<file path="src/hdl/ext_bus_regs.vh">
// Register offsets, field positions, reset values and timing counts
// for the external program memory bus. Included by the bus module only.
`ifndef EXT_BUS_REGS_VH
`define EXT_BUS_REGS_VH

// APB byte offsets
`define CFG_OFS        12'h000
`define STAT_OFS       12'h004

// Bus configuration register fields
`define CFG_RESET      8'h00
`define CFG_MASK       8'hb3
`define CFG_OFF_BIT    7
`define CFG_WAIT_HI    5
`define CFG_WAIT_LO    4
`define CFG_STYLE_HI   1
`define CFG_STYLE_LO   0

// Table write styles
`define STYLE_BYTE_WR  2'h0
`define STYLE_BYTE_SEL 2'h1

// Status register fields
`define STAT_PORT_BIT  0
`define STAT_BUSY_BIT  1
`define STAT_OFF_BIT   2
`define STAT_MODE_LO   4

// Program memory modes from the configuration bits
`define MODE_MPU       2'h0
`define MODE_BOOT      2'h1
`define MODE_EXT_MCU   2'h2
`define MODE_MCU       2'h3

// Request kinds
`define KIND_FETCH     2'h0
`define KIND_TRD       2'h1
`define KIND_TWR       2'h2

// Pin synchroniser depth, also the read data latency in cycles
`define SYNC_LAT       4'h3

`endif

</file>
<file path="src/hdl/external_program_memory_bus.v">
// External program memory bus: APB config slave, bus cycle sequencer
// and pin function select for the shared address/data/control pins.
// Assumes one 25 MHz clock, core requests on that clock, and port
// logic outside that takes the pins whenever PORT_MODE is high.
//
// The address map and the APB interface to the registers were chosen for this implementation.
`timescale 1ns/1ps
`include "ext_bus_regs.vh"

module external_program_memory_bus (
  input  wire        CLK,
  input  wire        RST,
  input  wire        PSEL,
  input  wire        PENABLE,
  input  wire        PWRITE,
  input  wire [11:0] PADDR,
  input  wire [31:0] PWDATA,
  output reg  [31:0] PRDATA,
  output reg         PREADY,
  output reg         PSLVERR,
  input  wire [1:0]  MEM_MODE,
  input  wire        EXEC_INTERNAL,
  input  wire        REQ,
  input  wire [1:0]  REQ_KIND,
  input  wire [20:0] REQ_ADDR,
  input  wire [7:0]  TABLE_LATCH,
  output reg         REQ_READY,
  output reg         DONE,
  output reg  [15:0] RDATA,
  input  wire [15:0] AD_IN,
  output reg  [15:0] AD_OUT,
  output reg         AD_OE_N,
  output reg  [3:0]  A_HI_OUT,
  output reg         A_HI_OE_N,
  output reg         ADDR_LATCH,
  output reg         READ_STROBE_N,
  output reg         WRITE_STROBE_HIGH_N,
  output reg         WRITE_STROBE_LOW_N,
  output reg         UPPER_BYTE_ENABLE_N,
  output reg         LOWER_BYTE_ENABLE_N,
  output reg         BYTE_ADDRESS_LSB,
  output reg         PORT_MODE
);

  localparam [2:0] S_IDLE = 3'h0;
  localparam [2:0] S_ADDR = 3'h1;
  localparam [2:0] S_HOLD = 3'h2;
  localparam [2:0] S_RD   = 3'h3;
  localparam [2:0] S_WR   = 3'h4;
  localparam [2:0] S_END  = 3'h5;

  reg  [1:0]  mode_q;
  reg         mode_ok_q;
  reg  [7:0]  bus_config_reg_q;
  reg         off_eff_q;
  reg  [2:0]  state_q;
  reg  [3:0]  cnt_q;
  reg  [1:0]  kind_q;
  reg  [20:0] addr_q;
  reg  [15:0] wdata_q;
  reg  [7:0]  low_hold_q;
  reg  [15:0] ad_s1_q;
  reg  [15:0] ad_s2_q;
  reg  [15:0] ad_s3_q;

  wire        mcu;
  wire        mpu;
  wire        apb_do;
  wire        cfg_hit;
  wire        stat_hit;
  wire        external_bus_off;
  wire [1:0]  wait_field;
  wire [1:0]  table_write_style;
  wire [3:0]  tbl_wait;
  wire        accept;
  wire        even_hold;
  wire        busy;
  wire [7:0]  stat_val;

  //////////////////////////////////////////////////////////////////////
  // Mode straps and configuration
  //////////////////////////////////////////////////////////////////////

  // Straps caught once after reset release, never in the reset branch
  always @(posedge CLK) begin
    if (RST) begin
      mode_q    <= `MODE_MCU;
      mode_ok_q <= 1'b0;
    end else if (!mode_ok_q) begin
      mode_q    <= MEM_MODE;
      mode_ok_q <= 1'b1;
    end
  end

  assign mcu = mode_q == `MODE_MCU;
  assign mpu = mode_q == `MODE_MPU;

  assign external_bus_off  = bus_config_reg_q[`CFG_OFF_BIT];
  assign wait_field        = bus_config_reg_q[`CFG_WAIT_HI:`CFG_WAIT_LO];
  assign table_write_style = bus_config_reg_q[`CFG_STYLE_HI:`CFG_STYLE_LO];

  // Inverted code gives the extra cycles: 11 -> 0 ... 00 -> 3
  assign tbl_wait = {2'b00, ~wait_field};

  //////////////////////////////////////////////////////////////////////
  // APB slave
  //////////////////////////////////////////////////////////////////////

  // Access completes on the second access-phase edge
  assign apb_do   = PSEL & PENABLE & PREADY;
  assign cfg_hit  = PADDR == `CFG_OFS;
  assign stat_hit = PADDR == `STAT_OFS;
  assign busy     = state_q != S_IDLE;

  assign stat_val = {2'b00, mode_q, 1'b0, off_eff_q, busy, PORT_MODE};

  // One wait state per access; answer registered
  always @(posedge CLK) begin
    if (RST) begin
      PREADY  <= 1'b0;
      PRDATA  <= 32'h0000_0000;
      PSLVERR <= 1'b0;
    end else begin
      PREADY <= PSEL & PENABLE & ~PREADY;
      if (PSEL & PENABLE & ~PREADY) begin
        PSLVERR <= ~(cfg_hit | stat_hit);
        if (PWRITE | ~(cfg_hit | stat_hit))
          PRDATA <= 32'h0000_0000;
        else if (cfg_hit)
          PRDATA <= {24'h00_0000, bus_config_reg_q};
        else
          PRDATA <= {24'h00_0000, stat_val};
      end else begin
        PSLVERR <= 1'b0;
      end
    end
  end

  // Config register; internal-only mode pins it at reset value
  always @(posedge CLK) begin
    if (RST) begin
      bus_config_reg_q <= `CFG_RESET;
    end else if (mcu) begin
      bus_config_reg_q <= `CFG_RESET;
    end else if (apb_do & PWRITE & cfg_hit) begin
      bus_config_reg_q <= PWDATA[7:0] & `CFG_MASK;
    end
  end

  // Bus-off only takes hold once code runs internally; clearing
  // is immediate since it can only widen bus availability
  always @(posedge CLK) begin
    if (RST) begin
      off_eff_q <= 1'b0;
    end else if (EXEC_INTERNAL | ~external_bus_off) begin
      off_eff_q <= external_bus_off;
    end
  end

  //////////////////////////////////////////////////////////////////////
  // Pin input synchroniser
  //////////////////////////////////////////////////////////////////////

  // Three stages; only stage two looks at stage one
  always @(posedge CLK) begin
    if (RST) begin
      ad_s1_q <= 16'h0000;
      ad_s2_q <= 16'h0000;
      ad_s3_q <= 16'h0000;
    end else begin
      ad_s1_q <= AD_IN;
      ad_s2_q <= ad_s1_q;
      ad_s3_q <= ad_s2_q;
    end
  end

  //////////////////////////////////////////////////////////////////////
  // Bus cycle sequencer
  //////////////////////////////////////////////////////////////////////

  // Even byte in word style is only held, no bus cycle
  assign even_hold = (REQ_KIND == `KIND_TWR) & ~REQ_ADDR[0] &
                     table_write_style[1];
  assign accept    = REQ & REQ_READY;

  // Requests only in modes with external space
  always @(posedge CLK) begin
    if (RST) begin
      state_q    <= S_IDLE;
      cnt_q      <= 4'h0;
      kind_q     <= `KIND_FETCH;
      addr_q     <= 21'h00_0000;
      wdata_q    <= 16'h0000;
      low_hold_q <= 8'h00;
      REQ_READY  <= 1'b0;
      DONE       <= 1'b0;
      RDATA      <= 16'h0000;
    end else begin
      DONE <= 1'b0;
      case (state_q)
        S_IDLE: begin
          REQ_READY <= ~mcu & mode_ok_q & ~accept;
          if (accept & even_hold) begin
            low_hold_q <= TABLE_LATCH;
            DONE       <= 1'b1;
            REQ_READY  <= 1'b0;
            state_q    <= S_END;
          end else if (accept) begin
            kind_q  <= REQ_KIND;
            addr_q  <= REQ_ADDR;
            state_q <= S_ADDR;
            if (table_write_style[1])
              wdata_q <= {TABLE_LATCH, low_hold_q};
            else
              wdata_q <= {TABLE_LATCH, TABLE_LATCH};
          end
        end
        S_ADDR: begin
          state_q <= S_HOLD;
        end
        S_HOLD: begin
          if (kind_q == `KIND_TWR) begin
            cnt_q   <= tbl_wait;
            state_q <= S_WR;
          end else if (kind_q == `KIND_TRD) begin
            cnt_q   <= tbl_wait + `SYNC_LAT;
            state_q <= S_RD;
          end else begin
            cnt_q   <= `SYNC_LAT;
            state_q <= S_RD;
          end
        end
        S_RD: begin
          // Data taken only once two stages agree
          if (cnt_q != 4'h0) begin
            cnt_q <= cnt_q - 4'h1;
          end else if (ad_s2_q == ad_s3_q) begin
            RDATA   <= ad_s3_q;
            DONE    <= 1'b1;
            state_q <= S_END;
          end
        end
        S_WR: begin
          if (cnt_q != 4'h0) begin
            cnt_q <= cnt_q - 4'h1;
          end else begin
            DONE    <= 1'b1;
            state_q <= S_END;
          end
        end
        S_END: begin
          state_q <= S_IDLE;
        end
        default: begin
          state_q <= S_IDLE;
        end
      endcase
    end
  end

  //////////////////////////////////////////////////////////////////////
  // Pin drive
  //////////////////////////////////////////////////////////////////////

  // Registered pins; next state decides what each pin shows
  reg [2:0]  nstate_d;
  reg        port_d;
  always @* begin
    nstate_d = state_q;
    if (state_q == S_IDLE & accept & ~even_hold)
      nstate_d = S_ADDR;
    else if (state_q == S_ADDR)
      nstate_d = S_HOLD;
    else if (state_q == S_HOLD)
      nstate_d = (kind_q == `KIND_TWR) ? S_WR : S_RD;
    else if (state_q == S_END)
      nstate_d = S_IDLE;
    else if (state_q == S_RD & cnt_q == 4'h0 & ad_s2_q == ad_s3_q)
      nstate_d = S_END;
    else if (state_q == S_WR & cnt_q == 4'h0)
      nstate_d = S_END;
    // Any external cycle forces the bus function
    port_d = ~(mpu | (nstate_d != S_IDLE) | (~mcu & ~off_eff_q));
  end

  always @(posedge CLK) begin
    if (RST) begin
      PORT_MODE           <= 1'b1;
      AD_OUT              <= 16'h0000;
      AD_OE_N             <= 1'b1;
      A_HI_OUT            <= 4'h0;
      A_HI_OE_N           <= 1'b1;
      ADDR_LATCH          <= 1'b0;
      READ_STROBE_N       <= 1'b1;
      WRITE_STROBE_HIGH_N <= 1'b1;
      WRITE_STROBE_LOW_N  <= 1'b1;
      UPPER_BYTE_ENABLE_N <= 1'b1;
      LOWER_BYTE_ENABLE_N <= 1'b1;
      BYTE_ADDRESS_LSB    <= 1'b0;
    end else begin
      PORT_MODE <= port_d;
      // Idle defaults: lines released, strobes inactive
      AD_OE_N             <= 1'b1;
      A_HI_OE_N           <= 1'b1;
      ADDR_LATCH          <= 1'b0;
      READ_STROBE_N       <= 1'b1;
      WRITE_STROBE_HIGH_N <= 1'b1;
      WRITE_STROBE_LOW_N  <= 1'b1;
      UPPER_BYTE_ENABLE_N <= 1'b1;
      LOWER_BYTE_ENABLE_N <= 1'b1;
      BYTE_ADDRESS_LSB    <= 1'b0;
      case (nstate_d)
        S_ADDR, S_HOLD: begin
          AD_OUT     <= addr_q[16:1];
          AD_OE_N    <= 1'b0;
          A_HI_OUT   <= addr_q[20:17];
          A_HI_OE_N  <= 1'b0;
          ADDR_LATCH <= nstate_d == S_ADDR;
          if (nstate_d == S_ADDR)
            AD_OUT <= REQ_ADDR[16:1];
          if (nstate_d == S_ADDR)
            A_HI_OUT <= REQ_ADDR[20:17];
        end
        S_RD: begin
          A_HI_OUT            <= addr_q[20:17];
          A_HI_OE_N           <= 1'b0;
          READ_STROBE_N       <= 1'b0;
          UPPER_BYTE_ENABLE_N <= 1'b0;
          LOWER_BYTE_ENABLE_N <= 1'b0;
        end
        S_WR: begin
          AD_OUT    <= wdata_q;
          AD_OE_N   <= 1'b0;
          A_HI_OUT  <= addr_q[20:17];
          A_HI_OE_N <= 1'b0;
          if (table_write_style[1]) begin
            WRITE_STROBE_HIGH_N <= 1'b0;
          end else if (table_write_style == `STYLE_BYTE_SEL) begin
            WRITE_STROBE_HIGH_N <= 1'b0;
            UPPER_BYTE_ENABLE_N <= ~addr_q[0];
            LOWER_BYTE_ENABLE_N <= addr_q[0];
            BYTE_ADDRESS_LSB    <= addr_q[0];
          end else begin
            WRITE_STROBE_HIGH_N <= ~addr_q[0];
            WRITE_STROBE_LOW_N  <= addr_q[0];
          end
        end
        S_END: begin
          // Data held one cycle past strobe release
          AD_OE_N   <= ~(kind_q == `KIND_TWR & state_q == S_WR);
          A_HI_OE_N <= 1'b0;
        end
        default: begin
          AD_OE_N <= 1'b1;
        end
      endcase
    end
  end

endmodule

</file>
<file path="config.mk">
export PLATFORM = sky130hd
export DESIGN_NAME = external_program_memory_bus
export DESIGN_NICKNAME = d
export VERILOG_FILES = /design/src/hdl/external_program_memory_bus.v
export VERILOG_INCLUDE_DIRS = /design/src /design/src/hdl
export SDC_FILE = /design/constraint.sdc
export NUM_CORES = 1
export LEC_CHECK = 0
export BUFFER_PORTS_ARGS = -buffer_cell sky130_fd_sc_hd__buf_2
export CORE_UTILIZATION = 52
export CTS_CLUSTER_SIZE = 16
export DETAILED_ROUTE_END_ITERATION = 12
export GPL_TIMING_DRIVEN = 0
export PLACE_DENSITY = 0.92
export SYNTH_ARGS = -nofsm -noshare
export SYNTH_HDL_FRONTEND = slang
export SYNTH_SLANG_ARGS = --single-unit
</file>
<file path="constraint.sdc">
create_clock -name CLK -period 2.2 [get_ports CLK]
set_clock_uncertainty 0.05 [all_clocks]
set_input_delay 0.11 -clock CLK [delete_from_list [all_inputs] [get_ports CLK]]
set_output_delay 0.11 -clock CLK [all_outputs]
set_load 0.01 [all_outputs]
</file>
**Word-level counts from Yosys, hierarchy flattened**

Index checks and enable logic that the tools add are counted.

- Register bits: 193
- Input port bits: 100
- Output and inout bits: 82
- Word-level logic and storage cells: 164

- $add $sub $neg: 2
- Equal/unequal tests: 22
- Multiplexer cells: 42
- Bitwise operators: 41
- Reduce and logical (&&, ||, !) cells: 26

Operators by type and width:

| kind | count |
|---|---|
| 2-to-1 mux 3 bit | 14 |
| one-hot mux 16 bit (2 select lines) | 1 |
| 2-to-1 mux 8 bit | 3 |
| AND 1 bit | 18 |
| NOT 1 bit | 17 |
| == test 16 bit | 1 |
| 2-to-1 mux 16 bit | 1 |
| one-hot mux 4 bit (2 select lines) | 2 |
| one-hot mux 3 bit (5 select lines) | 1 |
| 2-to-1 mux 1 bit | 14 |
| OR reduction 2 bit | 7 |
| == test 12 x 3 -> 1 bit, second input constant | 1 |
| == test 3 x 2 -> 1 bit, second input constant | 4 |
| == test 3 bit, second input constant | 4 |
| logical NOT 12 bit | 1 |
| 2-to-1 mux 4 bit | 2 |
| OR reduction 4 bit | 2 |
| == test 2 bit, second input constant | 3 |
| == test 3 x 1 -> 1 bit, second input constant | 2 |
| one-hot mux 1 bit (2 select lines) | 3 |
| AND reduction 3 bit | 2 |
| nonzero test 2 bit | 3 |
| nonzero test 3 bit | 2 |
| OR 1 bit | 5 |
| 16 further kinds | 20 |

**Depth between registers and ports, before layout**

- Word-level depth: 12
- Depth in mapped cells: 8
- Mapped depth without buffers: 7

**Worst setup path after synthesis**

No wires, ideal clock.

- Kind: flip-flop to flip-flop
- Start: register cnt_q[0]
- End: register A_HI_OUT[0]
- Library setup time: 0.121 ns
- Arrival: 1.789 ns
- Setup slack: 0.240 ns
- Cell stages (with the launch flop): 8
- Clock period less this slack: 1.960 ns
- Cell sequence: dfxtp_1 inv_1 ha_1 nor3b_1 o22ai_2 nor3_4 o211ai_4 mux2_2

- Word-level cells in the longest chain between the ends: 11
- Elaborated cells on any way between the ends: 19
- Those cells by class: eq/ne (4); mux (8); bitwise (3); reduce/logical (4)

Ends and longest elaborated chain:

| element | line | text |
|---|---|---|
| start, declared | external_program_memory_bus.v:57 | `reg [3:0] cnt_q;` |
| start signal, assigned | external_program_memory_bus.v:223 | `cnt_q <= tbl_wait;` |
| start signal, assigned | external_program_memory_bus.v:226 | `` cnt_q <= tbl_wait + `SYNC_LAT; `` |
| start signal, assigned | external_program_memory_bus.v:229 | `` cnt_q <= `SYNC_LAT; `` |
| logical NOT 4 bit * | external_program_memory_bus.v:278, external_program_memory_bus.v:280 |  |
| AND 1 bit, on equally long branches | external_program_memory_bus.v:280, external_program_memory_bus.v:278 |  |
| 2-to-1 mux 3 bit or AND 1 bit (tied branches) | external_program_memory_bus.v:280, external_program_memory_bus.v:278 |  |
| 2-to-1 mux 3 bit * | external_program_memory_bus.v:278 | `else if (state_q == S_RD & cnt_q == 4'h0 & ad_s2_q == ad_s3_q)` |
| 2-to-1 mux 3 bit * | external_program_memory_bus.v:276 | `else if (state_q == S_END)` |
| 2-to-1 mux 3 bit * | external_program_memory_bus.v:274 | `else if (state_q == S_HOLD)` |
| 2-to-1 mux 3 bit * | external_program_memory_bus.v:272 | `else if (state_q == S_ADDR)` |
| 2-to-1 mux 3 bit * | external_program_memory_bus.v:270 | `if (state_q == S_IDLE & accept & ~even_hold)` |
| == test 3 x 1 -> 1 bit (tied with other cells) | external_program_memory_bus.v:312, external_program_memory_bus.v:321 |  |
| 2-to-1 mux 4 bit (tied with other cells) | external_program_memory_bus.v:321 | `if (nstate_d == S_ADDR)` |
| one-hot mux 4 bit (2 select lines) or nonzero test 2 bit (tied branches) | -- |  |
| end signal, assigned | external_program_memory_bus.v:316 | `A_HI_OUT <= addr_q[20:17];` |
| end signal, assigned | external_program_memory_bus.v:322 | `A_HI_OUT <= REQ_ADDR[20:17];` |
| end signal, assigned | external_program_memory_bus.v:325 | `A_HI_OUT <= addr_q[20:17];` |
| end, declared | external_program_memory_bus.v:33 | `output reg [3:0] A_HI_OUT,` |

Every way passes the cells marked *; elsewhere a longest branch is shown, timed or not.
A chain may end at the register's enable or synchronous reset.

**Worst setup path after layout**

- Start: register state_q[2]
- End: register AD_OUT[11]

- Word-level cells in the longest chain between the ends: 11
- Elaborated cells on any way between the ends: 24
- Those cells by class: eq/ne (8); mux (8); bitwise (5); reduce/logical (3)

Ends and longest elaborated chain:

| element | line | text |
|---|---|---|
| start, declared | external_program_memory_bus.v:56 | `reg [2:0] state_q;` |
| start signal, assigned | external_program_memory_bus.v:189 | `state_q <= S_IDLE;` |
| start signal, assigned | external_program_memory_bus.v:207 | `state_q <= S_END;` |
| start signal, assigned | external_program_memory_bus.v:211 | `state_q <= S_ADDR;` |
| == test 3 bit or == test 3 x 2 -> 1 bit (tied branches) | external_program_memory_bus.v:280, external_program_memory_bus.v:278 |  |
| AND 1 bit, on equally long branches | external_program_memory_bus.v:280, external_program_memory_bus.v:278 |  |
| 2-to-1 mux 3 bit or AND 1 bit (tied branches) | external_program_memory_bus.v:280, external_program_memory_bus.v:278 |  |
| 2-to-1 mux 3 bit | external_program_memory_bus.v:278 |  |
| 2-to-1 mux 3 bit | external_program_memory_bus.v:276 |  |
| 2-to-1 mux 3 bit | external_program_memory_bus.v:274 |  |
| 2-to-1 mux 3 bit | external_program_memory_bus.v:272 |  |
| 2-to-1 mux 3 bit * | external_program_memory_bus.v:270 |  |
| == test 3 x 1 -> 1 bit or == test 3 x 2 -> 1 bit (tied branches) | external_program_memory_bus.v:312, external_program_memory_bus.v:319 |  |
| 2-to-1 mux 16 bit or OR reduction 2 bit (tied branches) | external_program_memory_bus.v:319, external_program_memory_bus.v:312 |  |
| one-hot mux 16 bit (2 select lines) or nonzero test 2 bit (tied branches) | -- |  |
| end signal, assigned | external_program_memory_bus.v:314 | `AD_OUT <= addr_q[16:1];` |
| end signal, assigned | external_program_memory_bus.v:320 | `AD_OUT <= REQ_ADDR[16:1];` |
| end signal, assigned | external_program_memory_bus.v:332 | `AD_OUT <= wdata_q;` |
| end, declared | external_program_memory_bus.v:31 | `output reg [15:0] AD_OUT,` |

Marks and branches as above.

==> run_results.csv <==
group,metric,value,unit
routing,vias_per_cell,5.54,
power_and_ir_drop,clkPwrFrac,45.3,%
global_route,grt-ovfl-total,0,
setup_path,cp_num_buf_inv,2,
die,core-area,0.0121,mm²
setup_path,reg2reg_from,"state_q[2]",
logic_synthesis,syn-cell-area,0.00645,mm²
routing,wl_met1,7.20,mm
setup_path,cpMaxStageDelayCell,"clkbuf_1",
clock_network,cts_buffer_depth,2,
power_and_ir_drop,p_sw_share,23.5,%
logic_synthesis,yosysWarnings,0,
global_route,grt_pass1_vias,5939,
logic_synthesis,synth_ff_type,"dfxtp_1",
layout,drive_gt1_share,24.8,%
logic_synthesis,synth_top_area_share,51.9,%
power_and_ir_drop,switching_power,0.00158,W
routing,drc_errors,0,
die,die-area,0.0128,mm²
routing,wire_per_inst,17.2,µm
logic_synthesis,yosysTopAreaCell,"dfxtp_1",
logic_synthesis,synth_enable_flop_cells,0,
global_route,grt_pass1_wl,30.0,mm
setup_path,max_stage_delay,0.45,ns
global_route,antenna_found_initial,0,
routing,route.met2.wl,9.41,mm
clock_network,clk_pin_slew_worst_paths,0.07,ns
sta,fin_ws,0.0853,ns
routing,ant_nets,0,
routing,wl_met3,1.42,mm
routing,topRoutingLayerUsed,"met4",
power_and_ir_drop,combinationalPowerShare,8.0,%
sta,max_slew.worst_pin.slew,0.741,ns
clock_network,cts_tree,"yes",
die,die_y,113,µm
sta,relSlewSlack,50.6,%
setup_path,critPathLaunchType,"flip-flop",
power_and_ir_drop,power.share.sequential,46.6,%
logic_synthesis,synthCells,692,
global_route,grt_start_max_net_pins,17,
setup_path,critPathMaxFanout,10,
logic_synthesis,async_flop_share,0,%
sta,period_minus_slack,2.11,ns
routing,firstDrtPassIters,9,
global_route,track_usage,30.7,%
setup_path,rr_worst_depth,6,
layout,nNetsFinal,1031,
sta,hold_viol_final,0,
die,ios,182,
die,die_w,113,µm
die,num_rows,40,
logic_synthesis,synth_area_leaders,"dfxtp_1, nand2_1, a21oi_1, nor2b_1, mux2i_1",
sta,rsz0062_at_grt,"yes",
setup_path,worst-path-stages,6,
placed_design,pre_cts_slack,-0.233,ns
setup_path,critPathRequiredTime,2.50,ns
placed_design,portBuffers,128,
sta,slew_violations,0,
logic_synthesis,ys_seq_area_share,51.9,%
setup_path,worstPathCellList,"buf_2, nand2b_1, nor2_2, clkbuf_1, a222oi_1, a21oi_2",
power_and_ir_drop,peakVddDrop,746,µV
sta,holdWs,0.0198,ns
routing,wirelength,19.1,mm
die,start_util,53.5,%
setup_path,end_kind,"flip-flop",
power_and_ir_drop,power.total,0.00672,W
sta,finalCritPeriodShare,96.1,%
power_and_ir_drop,p_int,0.00514,W
layout,areaGrowthSynthToFinish,34.6,%
layout,postLayoutCellArea,0.00868,mm²
sta,setup_violations,0,
logic_synthesis,ys_types,56,
placed_design,gp_congestion,0.906,
clock_network,insertion_delay,0.43,ns
setup_path,crit_start,"state_q[2]",
job,cap_violations,0,
clock_network,cts_root_buf,"clkbuf_16",
power_and_ir_drop,leakage,3.64,nW
setup_path,critPathKind,"flip-flop to flip-flop",
status,status,"completed",
min_path,worstHoldStart,"PADDR[8]",
clock_network,numCtsBuffers,17,
sta,fmax,473,MHz
routing,drt_iter0_markers,712,
setup_path,arrival,2.41,ns
logic_synthesis,synth-seq-cells,167,
routing,vias,6154,
layout,fillers,854,
clock_network,numClockSinks,167,
setup_path,crit_family,"buffers and inverters",
min_path,holdPathStages,4,
min_path,hold_class,"primary input to flip-flop",
clock_network,htreeDepth,4,
logic_synthesis,syn_avg_cell_area,9.32,µm²
placed_design,place_hpwl,11.7,mm
power_and_ir_drop,power_density,774,mW/mm²
placed_design,postPlaceCellArea,0.00739,mm²
## cells in the mapped netlist (4+ instances only)
cell type / instances
nand2_1: 96
clkbuf_1: 22
nand3_1: 20
a22oi_1: 6
nor4_1: 9
mux2i_1: 22
a211oi_1: 9
a2bb2oi_1: 4
inv_1: 5
buf_4: 27
o21ai_0: 28
nand4_1: 4
xor2_1: 16
nor2_1: 40
a21oi_1: 68
buf_2: 13
nand2b_1: 7
nor2b_1: 54
dfxtp_1: 167
and2_1: 4
a222oi_1: 15
mux2_2: 4
## placed cells by master, fill, tap and decap left out, types with 5 or more instances in the layout
| cell | n |
|---|---|
| nand2_1 | 96 |
| nand3_1 | 20 |
| dfxtp_1 | 167 |
| clkbuf_2 | 5 |
| a21oi_1 | 67 |
| conb_1 | 26 |
| inv_1 | 5 |
| buf_2 | 140 |
| a222oi_1 | 15 |
| clkbuf_16 | 17 |
| nand2b_1 | 7 |
| buf_4 | 33 |
| mux2i_1 | 22 |
| dlygate4sd3_1 | 58 |
| o21ai_0 | 28 |
| a22oi_1 | 6 |
| nor4_1 | 8 |
| nor2_1 | 38 |
| nor2b_1 | 53 |
| xor2_1 | 16 |
| clkbuf_1 | 18 |
| a211oi_1 | 9 |
## flip-flops by register name (all words and copies together), names as in the netlist, 3 cells and up
signal	count
RDATA	16
addr_q	21
PRDATA	6
ad_s2_q	16
ad_s1_q	16
AD_OUT	16
cnt_q	4
low_hold_q	8
state_q	3
A_HI_OUT	4
ad_s3_q	16
wdata_q	16
bus_config_reg_q	5
## repair_timing
item	CTS	global route
hold endpoints to repair	84	0
setup buffers	4	2
hold buffers	58	0
endpoints found under the setup margin	22	53
gates cloned	0	0
pin swaps	2	1
resized for setup	2	18
## logic make-up after synthesis
family / after synthesis / synth area share [%]
and+or+nand+nor: 258 / 20.1
DFF: 167 / 51.9
AOI/OAI and AO/OA: 148 / 14.7
buffers and inverters: 71 / 6.07
muxes: 26 / 4.11
xor gates and xnor gates: 17 / 2.31
adders and majority gates: 4 / 0.738
other: 1 / 0.0582
## final timing paths
path / endpoint / slack [ns]
hold reg to reg: ad_s2_q[13] / 0.39
setup reg to reg: AD_OUT[11] / 0.09
hold / removal: PSLVERR / 0.02
setup / recovery: AD_OUT[11] / 0.09
## worst min-delay path: stages
cell and delay [ns]:
buf_2 0.08, nor2_1 0.04, nand4b_1 0.12, and2_1 0.13
## through the flow
stage / utilization (%) / instances / TNS (ns)
2_1_floorplan: - / 717 / 0
3_3_place_gp: 61.3 / 1013 / -1.89
3_5_place_dp: 61.3 / 1013 / -2.80
4_1_cts: 71.4 / 1107 / 0
5_1_grt: 71.9 / 1109 / -0.00306
6_report: 72.0 / 1110 / 0
## layer usage
metal  GRT usage (%)  vias to the layer above
met4            18.9                        0
met3            7.71                       91
met1            34.6                     2852
met2            52.1                      379
li1                -                     2832
met5               0                        -
## power groups by stage
stage	clock [W]	sequential, W	combinational [W]
floorplan	0	0.00319	0.000252
global placement	0	0.00319	0.000406
detailed placement	0	0.00320	0.000415
CTS	0.00305	0.00313	0.000505
global route	0.00319	0.00314	0.000577
finish	0.00305	0.00314	0.000538
## cell type report
type | instances | area (µm²) | share of cell area [%]
timing repair buffer | 192 | 1270 | 14.6
clock buffer | 17 | 425 | 4.90
clock inverter | 15 | 179 | 2.06
sequential | 167 | 3340 | 38.5
tap | 168 | 210 | 2.42
multi-input combinational | 479 | 2850 | 32.9
buffer | 66 | 382 | 4.40
antenna | 1 | 2.50 | 0.0288
inverter | 5 | 18.8 | 0.216
Power figures use the tool's default switching activity.
